===== src/apdc_consts.vh =====
// constants for the automatic power-down control block
`ifndef APDC_CONSTS_VH
`define APDC_CONSTS_VH
`define APDC_CNT_W          4
`define APDC_IDLE_LIMIT     4'hF
`define APDC_PMR0_RESET     8'h00
`define APDC_PMR2_RESET     8'h00
`define APDC_PMR0_SLEEP_EN  1
`define APDC_PMR0_SLOW      3
`define APDC_PMR0_ARR_CLK   4
`define APDC_PMR0_MC_CLK    5
`define APDC_PMR2_CNTL0     2
`define APDC_PMR2_CNTL1     3
`define APDC_PMR2_CNTL2     4
`define APDC_PMR2_STROBE    5
`define APDC_PMR2_DBE       6
`endif


===== src/apdc_auto_power_down.v =====
// automatic power-down unit with power-mode registers and gating
`timescale 1ns/10ps
`include "apdc_consts.vh"
////////////////////////////////////////////////////////////////////////////////
// What this block does
// - sleep unit idle counter, four bits wide
// - counter sampled by the clock-input pin
// - fifteen idle periods raise power-down flag
// - sleep enable alone arms power-down
// - strobe activity ends power-down
// - select low or reset high wakes
// - block bus, deselect memories while down
// - clock-input block spares the idle counter
// - memories standby, logic stays active, ports hold or float
// - logic speed set only by full-speed bit
// - pins: hold, or tri-state for data and peripheral pins
// - select high disables memories and io space
// - select never blocks signals or logic arrays
// - host writes mode regs; blocking bits gate
// - full-speed default on; bit set turns off
// - register zero bit 1 enables sleep unit
// - register zero bit 3 disables full speed
// - pulsing strobe halts count; steady strobe counts
////////////////////////////////////////////////////////////////////////////////
module apdc_auto_power_down #(
  parameter CNT_W = `APDC_CNT_W
) (
  // clock and power-up reset
  input  wire       clk,
  input  wire       rstn,
  // host side: register writes and bus
  input  wire       modeWrZero,
  input  wire       modeWrTwo,
  input  wire [7:0] modeWrData,
  input  wire [7:0] hostAddrData,
  // device pins, asynchronous to clk
  input  wire       strobePin,
  input  wire       clockPin,
  input  wire       selectPin,
  input  wire       resetPin,
  // port pin behaviour controls
  input  wire [7:0] portOutIn,
  input  wire       portIsDataOrPeriph,
  // outputs
  output reg  [7:0] powerModeRegZero,
  output reg  [7:0] powerModeRegTwo,
  output reg        powerDownFlag,
  output reg  [7:0] memBusOut,
  output reg  [7:0] arrayBusOut,
  output reg        memSelect,
  output reg        ioSpaceSelect,
  output reg        fullSpeed,
  output reg        arrayClkEn,
  output reg        macroClkEn,
  output reg  [4:0] ctrlToArrayEn,
  output reg  [7:0] portOut,
  output reg        portOutEnN
);

////////////////////////////////////////////////////////////////////////////////
// pin synchronisers: three stages, a change counts once stages two and three agree
reg [2:0] strobeSync;
reg [2:0] clkSync;
reg [2:0] selSync;
reg [2:0] rstSync;
reg       strobeLvl;
reg       clkLvl;
reg       clkLvlDly;
reg       selLvl;
reg       rstLvl;
reg       strobeEdge;

// stages two and three agree, so the pin has settled past metastability
function settled;
  input [2:0] sync;
  begin
    settled = (sync[1] == sync[2]);
  end
endfunction

// reset levels match each pin's idle level so no false edge follows reset
always @(posedge clk or negedge rstn) begin
  if (!rstn) begin
    strobeSync <= 3'h0;
    strobeLvl  <= 1'b0;
  end else begin
    strobeSync <= {strobeSync[1:0], strobePin};
    if (settled(strobeSync)) strobeLvl <= strobeSync[2];
  end
end

always @(posedge clk or negedge rstn) begin
  if (!rstn) begin
    clkSync    <= 3'h0;
    clkLvl     <= 1'b0;
    clkLvlDly  <= 1'b0;
  end else begin
    clkSync    <= {clkSync[1:0], clockPin};
    if (settled(clkSync)) clkLvl <= clkSync[2];
    clkLvlDly  <= clkLvl;
  end
end

always @(posedge clk or negedge rstn) begin
  if (!rstn) begin
    selSync    <= 3'h7;
    selLvl     <= 1'b1;
  end else begin
    selSync    <= {selSync[1:0], selectPin};
    if (settled(selSync)) selLvl <= selSync[2];
  end
end

always @(posedge clk or negedge rstn) begin
  if (!rstn) begin
    rstSync    <= 3'h0;
    rstLvl     <= 1'b0;
  end else begin
    rstSync    <= {rstSync[1:0], resetPin};
    if (settled(rstSync)) rstLvl <= rstSync[2];
  end
end

wire clkRise   = clkLvl & ~clkLvlDly;
wire strobeNow = settled(strobeSync) & (strobeSync[2] != strobeLvl);

// held until the next clock-input rise so a pulse between rises is seen;
// a new strobe edge wins over the clearing rise in the same cycle
always @(posedge clk or negedge rstn) begin
  if (!rstn) strobeEdge <= 1'b0;
  else if (strobeNow) strobeEdge <= 1'b1;
  else if (clkRise) strobeEdge <= 1'b0;
end

////////////////////////////////////////////////////////////////////////////////
// power-mode registers: rstn is the power-up reset; the reset pin does not touch them
always @(posedge clk or negedge rstn) begin
  if (!rstn) begin
    powerModeRegZero <= `APDC_PMR0_RESET;
    powerModeRegTwo  <= `APDC_PMR2_RESET;
  end else begin
    if (modeWrZero) powerModeRegZero <= modeWrData;
    if (modeWrTwo) powerModeRegTwo <= modeWrData;
  end
end

wire sleepEn = powerModeRegZero[`APDC_PMR0_SLEEP_EN];

////////////////////////////////////////////////////////////////////////////////
// idle counter, advanced on clock-input rising edges regardless of the array clock gate
localparam [CNT_W-1:0] IDLE_LIMIT = `APDC_IDLE_LIMIT;
localparam [CNT_W-1:0] IDLE_LAST  = `APDC_IDLE_LIMIT - 4'h1;

reg [CNT_W-1:0] idleCnt;
reg [CNT_W-1:0] next_idleCnt;
reg             next_powerDownFlag;
wire            wake = strobeEdge | strobeNow | ~selLvl | rstLvl;

// counter saturates so a long sleep never wraps back to awake
always @* begin
  next_idleCnt       = idleCnt;
  next_powerDownFlag = powerDownFlag;
  if (!sleepEn || wake) begin
    next_idleCnt       = {CNT_W{1'b0}};
    next_powerDownFlag = 1'b0;
  end else if (clkRise) begin
    if (idleCnt == IDLE_LAST) next_powerDownFlag = 1'b1;
    if (idleCnt != IDLE_LIMIT) next_idleCnt = idleCnt + 1'b1;
  end
end

always @(posedge clk or negedge rstn) begin
  if (!rstn) begin
    idleCnt       <= {CNT_W{1'b0}};
    powerDownFlag <= 1'b0;
  end else begin
    idleCnt       <= next_idleCnt;
    powerDownFlag <= next_powerDownFlag;
  end
end

////////////////////////////////////////////////////////////////////////////////
// gating of bus, selects, clocks and pins
always @(posedge clk or negedge rstn) begin
  if (!rstn) begin
    memBusOut     <= 8'h00;
    arrayBusOut   <= 8'h00;
    memSelect     <= 1'b0;
    ioSpaceSelect <= 1'b0;
    portOut       <= 8'h00;
    portOutEnN    <= 1'b1;
  end else begin
    // bus frozen while down so the memories and arrays see no toggling
    if (!powerDownFlag) begin
      memBusOut   <= hostAddrData;
      arrayBusOut <= hostAddrData;
    end
    memSelect     <= ~powerDownFlag & ~selLvl;
    ioSpaceSelect <= ~powerDownFlag & ~selLvl;
    // io and logic outputs hold; data and peripheral pins float
    if (!powerDownFlag) portOut <= portOutIn;
    portOutEnN    <= powerDownFlag & portIsDataOrPeriph;
  end
end

// array controls: select and power-down leave the array untouched
always @(posedge clk or negedge rstn) begin
  if (!rstn) begin
    fullSpeed     <= 1'b1;
    arrayClkEn    <= 1'b1;
    macroClkEn    <= 1'b1;
    ctrlToArrayEn <= 5'h1F;
  end else begin
    fullSpeed     <= ~powerModeRegZero[`APDC_PMR0_SLOW];
    arrayClkEn    <= ~powerModeRegZero[`APDC_PMR0_ARR_CLK];
    macroClkEn    <= ~powerModeRegZero[`APDC_PMR0_MC_CLK];
    ctrlToArrayEn <= ~powerModeRegTwo[`APDC_PMR2_DBE:`APDC_PMR2_CNTL0];
  end
end

endmodule // apdc_auto_power_down


===== config.mk =====
export PLATFORM = sky130hd
export DESIGN_NAME = apdc_auto_power_down
export DESIGN_NICKNAME = d
export VERILOG_FILES = /design/src/apdc_auto_power_down.v
export VERILOG_INCLUDE_DIRS = /design/src /design/src/src
export SDC_FILE = /design/constraint.sdc
export NUM_CORES = 1
export LEC_CHECK = 0
export BUFFER_PORTS_ARGS = -buffer_cell sky130_fd_sc_hd__buf_4
export CORE_AREA = 2 2 66 131
export DETAILED_ROUTE_END_ITERATION = 10
export DIE_AREA = 0 0 68 133
export GPL_TIMING_DRIVEN = 0
export PLACE_DENSITY_LB_ADDON = 0.12
export SYNTH_ARGS = -nofsm -noshare
export SYNTH_HDL_FRONTEND = slang
export SYNTH_SLANG_ARGS = --single-unit

===== constraint.sdc =====
create_clock -name clk -period 1.5 [get_ports clk]
set_clock_uncertainty 0.05 [all_clocks]
set_input_delay 0.3 -clock clk [delete_from_list [all_inputs] [get_ports clk]]
set_output_delay 0.3 -clock clk [all_outputs]
set_load 0.02 [all_outputs]

### Word level (Yosys, flattened, before mapping)

Cells that the tools add are included.

* bits in registers: 65
* input port bits: 33
* output and inout port bits: 52

* $add $sub $neg: 1
* eq/ne operators: 7
* multiplexer cells: 8
* bitwise operators: 14
* reductions and logical operators: 8

Operators with widths (number)
* 4-bit two-way mux: 3
* 2-bit nonzero test: 4
* 1-bit NOT: 6
* 1-bit two-way mux: 5
* 5-bit NOT: 1
* 4-bit by 1-bit adder with 4-bit output (second input constant): 1
* 1-bit AND: 4
* 1-bit == test: 4
* 4-bit == test (second input constant): 1
* 4-bit inequality test (second input constant): 1
* 2-bit AND reduction: 2
* 1-bit OR: 3
* 1-bit zero test: 1
* 1-bit logical OR: 1
* 1-bit inequality test: 1

### Logic depth before layout (Yosys ltp)

Gate-level depths: netlist (run 1).

* word-level depth: 8
* mapped depth: 4
* mapped depth without buffers: 4

### Worst setup path after synthesis (run 1)

Ideal clock, no wire load.

* path kind: register to register
* start: register powerDownFlag
* end: register memBusOut[0]
* setup time: 0.125 ns
* arrival: 1.178 ns
* path slack: 0.147 ns
* cell stages (with the launch flop): 4
* path buffers: 2
* path through: dfrtp_1 > buf_2 > buf_4 > mux2_2

RTL lines
* start: declaration: line apdc_auto_power_down.v:47 `output reg powerDownFlag,`
* start signal: assignment: line apdc_auto_power_down.v:178 `powerDownFlag <= next_powerDownFlag;`
* end signal: assignment: line apdc_auto_power_down.v:195 `memBusOut <= hostAddrData;`
* end: declaration: line apdc_auto_power_down.v:48 `output reg [7:0] memBusOut,`

No word-level cell between the ends.

### Worst setup path after layout (run 1)

* start: register idleCnt[0]
* end: register idleCnt[0]

* cells in the longest elaborated chain, start to end: 4
* elaborated cells on any way between the ends: 7
* classes of those cells: add/sub: 1; eq/ne: 1; mux: 3; reduce/logical: 2

Ends and longest elaborated chain
* start: declaration: line apdc_auto_power_down.v:154 `reg [CNT_W-1:0] idleCnt;`
* start signal: assignment: line apdc_auto_power_down.v:174 `idleCnt <= {CNT_W{1'b0}};`
* start signal: assignment: line apdc_auto_power_down.v:177 `idleCnt <= next_idleCnt;`
* 4-bit by 1-bit adder with 4-bit output: line apdc_auto_power_down.v:168 `if (idleCnt != IDLE_LIMIT) next_idleCnt = idleCnt + 1'b1;`
* 4-bit two-way mux: line apdc_auto_power_down.v:168
* 4-bit two-way mux: line apdc_auto_power_down.v:166 `end else if (clkRise) begin`
* 4-bit two-way mux: line apdc_auto_power_down.v:163 `if (!sleepEn || wake) begin`

Parallel ways exist; a longest one is shown, timed or not. The select of a mux whose other input is x is not followed.
A chain may end at the register's enable or synchronous reset.

==> impl_metrics.env, run 1 <==
export IMPL_crit_slowest_cell="dfrtp_1"
export IMPL_min_path_type="input port to async pin"
export IMPL_design_core_area_mm2=0.00812
export IMPL_final_cell_mix="94 x buf_4, 52 x dfrtp_1, 24 x mux2_2"
export IMPL_max_stage_delay_ns=0.40
export IMPL_area_growth_pct=43.2
export IMPL_overflow=0
export IMPL_drtAntennaViolNets=0
export IMPL_cts_buffer_depth=2
export IMPL_vias_per_cell=4.32
export IMPL_slew_violations=0
export IMPL_slew_headroom_pct=47.0
export IMPL_ios=85
export IMPL_synth_cell_area_mm2=0.00235
export IMPL_num_vias=1546
export IMPL_setup_viol=0
export IMPL_crit_arrival_ns=1.61
export IMPL_numCtsBuffers=9
export IMPL_synth_edff_count=0
export IMPL_max_slew_worst_pin_slew_ns=0.794
export IMPL_fmaxAchievable_ghz=0.707
export IMPL_rsz0062_at_grt="false"
export IMPL_drc=0
export IMPL_path_max_fanout=5
export IMPL_drive_above_1_share_pct=56.9
export IMPL_grt_max_degree=66
export IMPL_antenna_found_initial=0
export IMPL_worstPathCellList="ha_1 -> and3_1 -> or3_1 -> a21oi_2"
export IMPL_endpoint_kind="flop"
export IMPL_synth_nets=195
export IMPL_synth_top_cell_area_share_pct=55.3
export IMPL_p_per_area_mw_per_mm2=1280
export IMPL_final_period_utilization_pct=94.4
export IMPL_hpwl_um=3050
export IMPL_status="finished, final reports clean"
export IMPL_start_util_pct=29.0
export IMPL_cp_required_ns=1.69
export IMPL_fin_crit_ns=1.42
export IMPL_die_h_um=133
export IMPL_hold_buffers=0
export IMPL_path_buf_inv=0
export IMPL_setup_tns_ns=0
export IMPL_yosys_register_bits=65
export IMPL_dieArea_mm2=0.00904
export IMPL_h_tree_depth=3
export IMPL_wl_per_cell_um=12.1
export IMPL_cts_root_buf="clkbuf_16"
export IMPL_cp_top_family="simple AND/OR/NAND/NOR gates"
export IMPL_synthArstFlopShare_pct=100
export IMPL_mostFrequentLayoutCell="buf_4"
export IMPL_gp_congestion=0.682
export IMPL_yosysSeqAreaShare_pct=69.8
export IMPL_finalHoldViolCount=0
export IMPL_cts_tree="built"
export IMPL_path_clk_slew_ns=0.05
export IMPL_criticalPathCategory="flop to flop"
export IMPL_syn_inst=160
export IMPL_grt_pass1_vias=1485
export IMPL_post_cts_resize_count=0
export IMPL_yosys_cell_types_count=29
export IMPL_ys_flop_type="dfrtp_1"
export IMPL_cap_viol_max_count=0
export IMPL_rrSetupSlack_ns=0.08
export IMPL_yosys_warnings=0
export IMPL_cts_sinks=65
export IMPL_port_buffer_count=84
export IMPL_die_x_um=68
export IMPL_yosys_area_top_type="dfrtp_1"
export IMPL_avgSynthCellArea_um2=14.7
export IMPL_firstDrtPassIters=3
export IMPL_vdd_ir_drop_max_uv=741
export IMPL_grt_pass1_wl_um=6780
export IMPL_drt_initial_drc_count=63
export IMPL_n_antenna_cell=0
export IMPL_yosys_top_cells_area="dfrtp_1 55%, dfstp_2 15%, mux2_2 11%"
export IMPL_finalWirelength_um=4310
export IMPL_start_kind="flop"
export IMPL_p_leak_nw=1.57
export IMPL_grt_usage_pct=10.3
export IMPL_nNetsFinal=290
export IMPL_clock_latency_ns=0.32
export IMPL_num_rows=47
export IMPL_fin_total_pwr_w=0.00431
export IMPL_fillers=779
export IMPL_post_cts_buffers=0
## report_power, final
part           leakage (nW)  switching [W]  internal (W)  total, W
sequential            0.758      0.0000645       0.00190   0.00196
combinational         0.688       0.000268      0.000259  0.000526
clock                 0.128       0.000663       0.00116   0.00182
## per-stage QoR
| step | std cells | utilization (%) | setup WS [ns] | instance area, um^2 | hold WS (ns) |
|---|---|---|---|---|---|
| after CTS | 358 | 41.5 | 0.0860 | 3370 | 0.0252 |
| final | 358 | 41.5 | 0.0847 | 3370 | 0.0239 |
| after floorplan | 160 | - | 0.147 | 2350 | -0.0456 |
| after detailed placement | 342 | 38.3 | 0.103 | 3110 | 0.285 |
| after global placement | 342 | 38.3 | 0.108 | 3110 | 0.283 |
| after global routing | 358 | 41.5 | 0.0140 | 3370 | 0.0183 |
## cell families after synthesis
kind of cell	share of synthesized area, %
adder cells (fa/ha/maj)	2.77
flip-flops	69.8
multiplexers	11.5
AO/OA/AOI/OAI	4.63
AND/OR/NAND/NOR	5.90
buffers and inverters	5.37
## area by class of cell
type                       instances  area (um^2)  share of cell area, %
multi-input combinational         72          583                   17.3
sequential                        65         1640                   48.8
tap                               98          123                   3.64
inverter                          10         37.5                   1.11
clock buffer                      15          258                   7.65
buffer                            13         88.8                   2.64
clock inverter                     1         5.00                  0.149
timing repair buffer              84          631                   18.7
## layer usage
metal	vias up	share of wire [%]	track usage, %
met2	66	47	15.5
met5	-	0	0
met4	0	2.5	6.33
met3	10	9.6	3.74
met1	746	41	12.0
li1	724	-	-
## path summary, 6_finish.rpt
check / from / endpoint / depth (start not counted)
max: idleCnt[0] / idleCnt[0] / 4
min: rstn / powerModeRegTwo[5] / 1
min in group clk: resetPin / rstSync[0] / 1
max in group asynchronous: rstn / idleCnt[3] / 1
max reg2reg: idleCnt[0] / idleCnt[0] / 4
min reg2reg: rstSync[0] / rstSync[1] / 0
## Yosys cell counts, types with 2 or more instances
library cell / n
a21oi_1: 2
buf_2: 2
buf_4: 10
dfrtp_1: 52
dfstp_2: 13
ha_1: 2
inv_1: 10
maj3_1: 4
mux2_2: 24
nand2_1: 10
nor2_1: 2
nor3_1: 2
o21ai_0: 10
or3_1: 2
## flip-flops by register name, summed over array words and instances, names as in the netlist, 3 cells and up
signal            flops
powerModeRegZero      8
clkSync               3
memBusOut             8
idleCnt               4
strobeSync            3
portOut               8
rstSync               3
powerModeRegTwo       8
selSync               3
ctrlToArrayEn         5
No activity file was read; power rests on OpenSTA's default activity.
==> run 2, diff against run 1 <==
--- a/config.mk
+++ b/config.mk
@@ -12,6 +12,7 @@
 export DIE_AREA = 0 0 68 133
 export GPL_TIMING_DRIVEN = 0
 export PLACE_DENSITY_LB_ADDON = 0.12
+export REMOVE_ABC_BUFFERS = 1
 export SYNTH_ARGS = -nofsm -noshare
 export SYNTH_HDL_FRONTEND = slang
 export SYNTH_SLANG_ARGS = --single-unit
==> impl_metrics.env, run 2 (same netlist as run 1, synthesis figures left out) <==
export IMPL_status="finished, final reports clean"
export IMPL_cts_buffer_depth=2
export IMPL_drc=0
export IMPL_firstDrtPassIters=4
export IMPL_path_buf_inv=1
export IMPL_grt_pass1_wl_um=7470
export IMPL_cap_viol_max_count=0
export IMPL_num_rows=47
export IMPL_hpwl_um=2890
export IMPL_endpoint_kind="output port"
export IMPL_nNetsFinal=278
export IMPL_max_stage_delay_ns=0.57
export IMPL_cp_required_ns=1.15
export IMPL_crit_slowest_cell="dfrtp_4"
export IMPL_n_antenna_cell=0
export IMPL_path_clk_slew_ns=0.05
export IMPL_gp_congestion=0.645
export IMPL_placed_area_mm2=0.00302
export IMPL_p_per_area_mw_per_mm2=1300
export IMPL_die_x_um=68
export IMPL_cts_root_buf="clkbuf_16"
export IMPL_port_buffer_count=84
export IMPL_fin_crit_ns=1.43
export IMPL_final_period_utilization_pct=95.1
export IMPL_min_path_type="input port to async pin"
export IMPL_drt_initial_drc_count=56
export IMPL_dieArea_mm2=0.00904
export IMPL_fmaxAchievable_ghz=0.701
export IMPL_grt_pass1_vias=1585
export IMPL_start_kind="flop"
export IMPL_final_area_mm2=0.00330
export IMPL_cp_top_family="flip-flops"
export IMPL_hold_buffers=0
export IMPL_antenna_found_initial=0
export IMPL_finalWirelength_um=4470
export IMPL_drtAntennaViolNets=0
export IMPL_h_tree_depth=3
export IMPL_start_util_pct=29.0
export IMPL_area_growth_pct=40.2
export IMPL_path_depth=1
export IMPL_r2r_cells=4
export IMPL_mostFrequentLayoutCell="buf_4"
export IMPL_worst_slack_ns=0.0735
export IMPL_finalHoldViolCount=0
export IMPL_wl_per_cell_um=12.9
export IMPL_design_core_area_mm2=0.00812
export IMPL_vdd_ir_drop_max_uv=639
export IMPL_slew_headroom_pct=46.3
export IMPL_max_slew_worst_pin_slew_ns=0.806
export IMPL_setup_tns_ns=0
export IMPL_numCtsBuffers=9
export IMPL_vias_per_cell=4.26
export IMPL_worstPathCellList="buf_4"
export IMPL_drive_above_1_share_pct=57.7
export IMPL_path_max_fanout=11
export IMPL_rsz0062_at_grt="false"
export IMPL_num_vias=1475
export IMPL_grt_max_degree=66
export IMPL_die_h_um=133
export IMPL_fillers=783
export IMPL_ios=85
export IMPL_final_cell_mix="84 x buf_4, 51 x dfrtp_1, 24 x mux2_2"
export IMPL_grt_usage_pct=11.2
export IMPL_cts_tree="built"
export IMPL_criticalPathCategory="flop to output port"
export IMPL_place_ws_ns=-0.0593
export IMPL_overflow=0
export IMPL_crit_arrival_ns=1.08
export IMPL_p_leak_nw=1.52
export IMPL_slew_violations=0
export IMPL_clock_latency_ns=0.32
export IMPL_cts_sinks=65
export IMPL_setup_viol=0
-- run 2: what timing repair did --
item | 4_1_cts | 5_1_grt
hold endpoints to repair | 0 | 0
gates cloned | 0 | 0
setup buffers | 1 | 0
endpoints found under the setup margin | 17 | 1
resized for setup | 2 | 1
-- run 2: power by group --
part,leakage [nW],switching [W],internal [W]
logic,0.632,0.000263,0.000241
clock network,0.128,0.000707,0.00110
registers,0.756,0.0000656,0.00190
total,1.52,0.00104,0.00324
-- run 2: worst paths after layout --
path | slack, ns | end | from
max | 0.07 | powerDownFlag | powerDownFlag
min | 0.02 | powerModeRegTwo[4] | rstn
max reg2reg | 0.09 | idleCnt[0] | idleCnt[0]
min reg2reg | 0.29 | clkSync[1] | clkSync[0]
max in group asynchronous | 0.77 | powerDownFlag | rstn
min in group clk | 0.03 | strobeSync[0] | strobePin
-- run 2: through the flow --
step                hold WS, ns  util (%)  cells  power, W
floorplan               -0.0456         -    147   0.00221
global placement          0.282      37.2    329   0.00250
detailed placement        0.286      37.2    329   0.00250
CTS                      0.0148      40.6    346   0.00438
global route             0.0231      40.6    346   0.00448
finish                   0.0193      40.6    346   0.00428
-- run 2: layer usage --
| layer | wire length (um) | share of wire, % | vias to the layer above | global-route usage [%] |
|---|---|---|---|---|
| met4 | 38 | 0.85 | 0 | 6.67 |
| met3 | 324 | 7.2 | 2 | 4.42 |
| met1 | 1820 | 41 | 720 | 13.3 |
| met2 | 2290 | 51 | 57 | 16.8 |
| met5 | 0 | 0 | - | 0 |
| li1 | - | - | 696 | - |
-- run 2: area by class of cell --
| type | count | area (um^2) | share of cell area (%) |
|---|---|---|---|
| clock buffer | 10 | 229 | 6.94 |
| multi-input combinational | 72 | 586 | 17.8 |
| tap | 98 | 123 | 3.72 |
| timing repair buffer | 85 | 642 | 19.5 |
| clock inverter | 6 | 35.0 | 1.06 |
| inverter | 10 | 37.5 | 1.14 |
| sequential | 65 | 1650 | 49.9 |
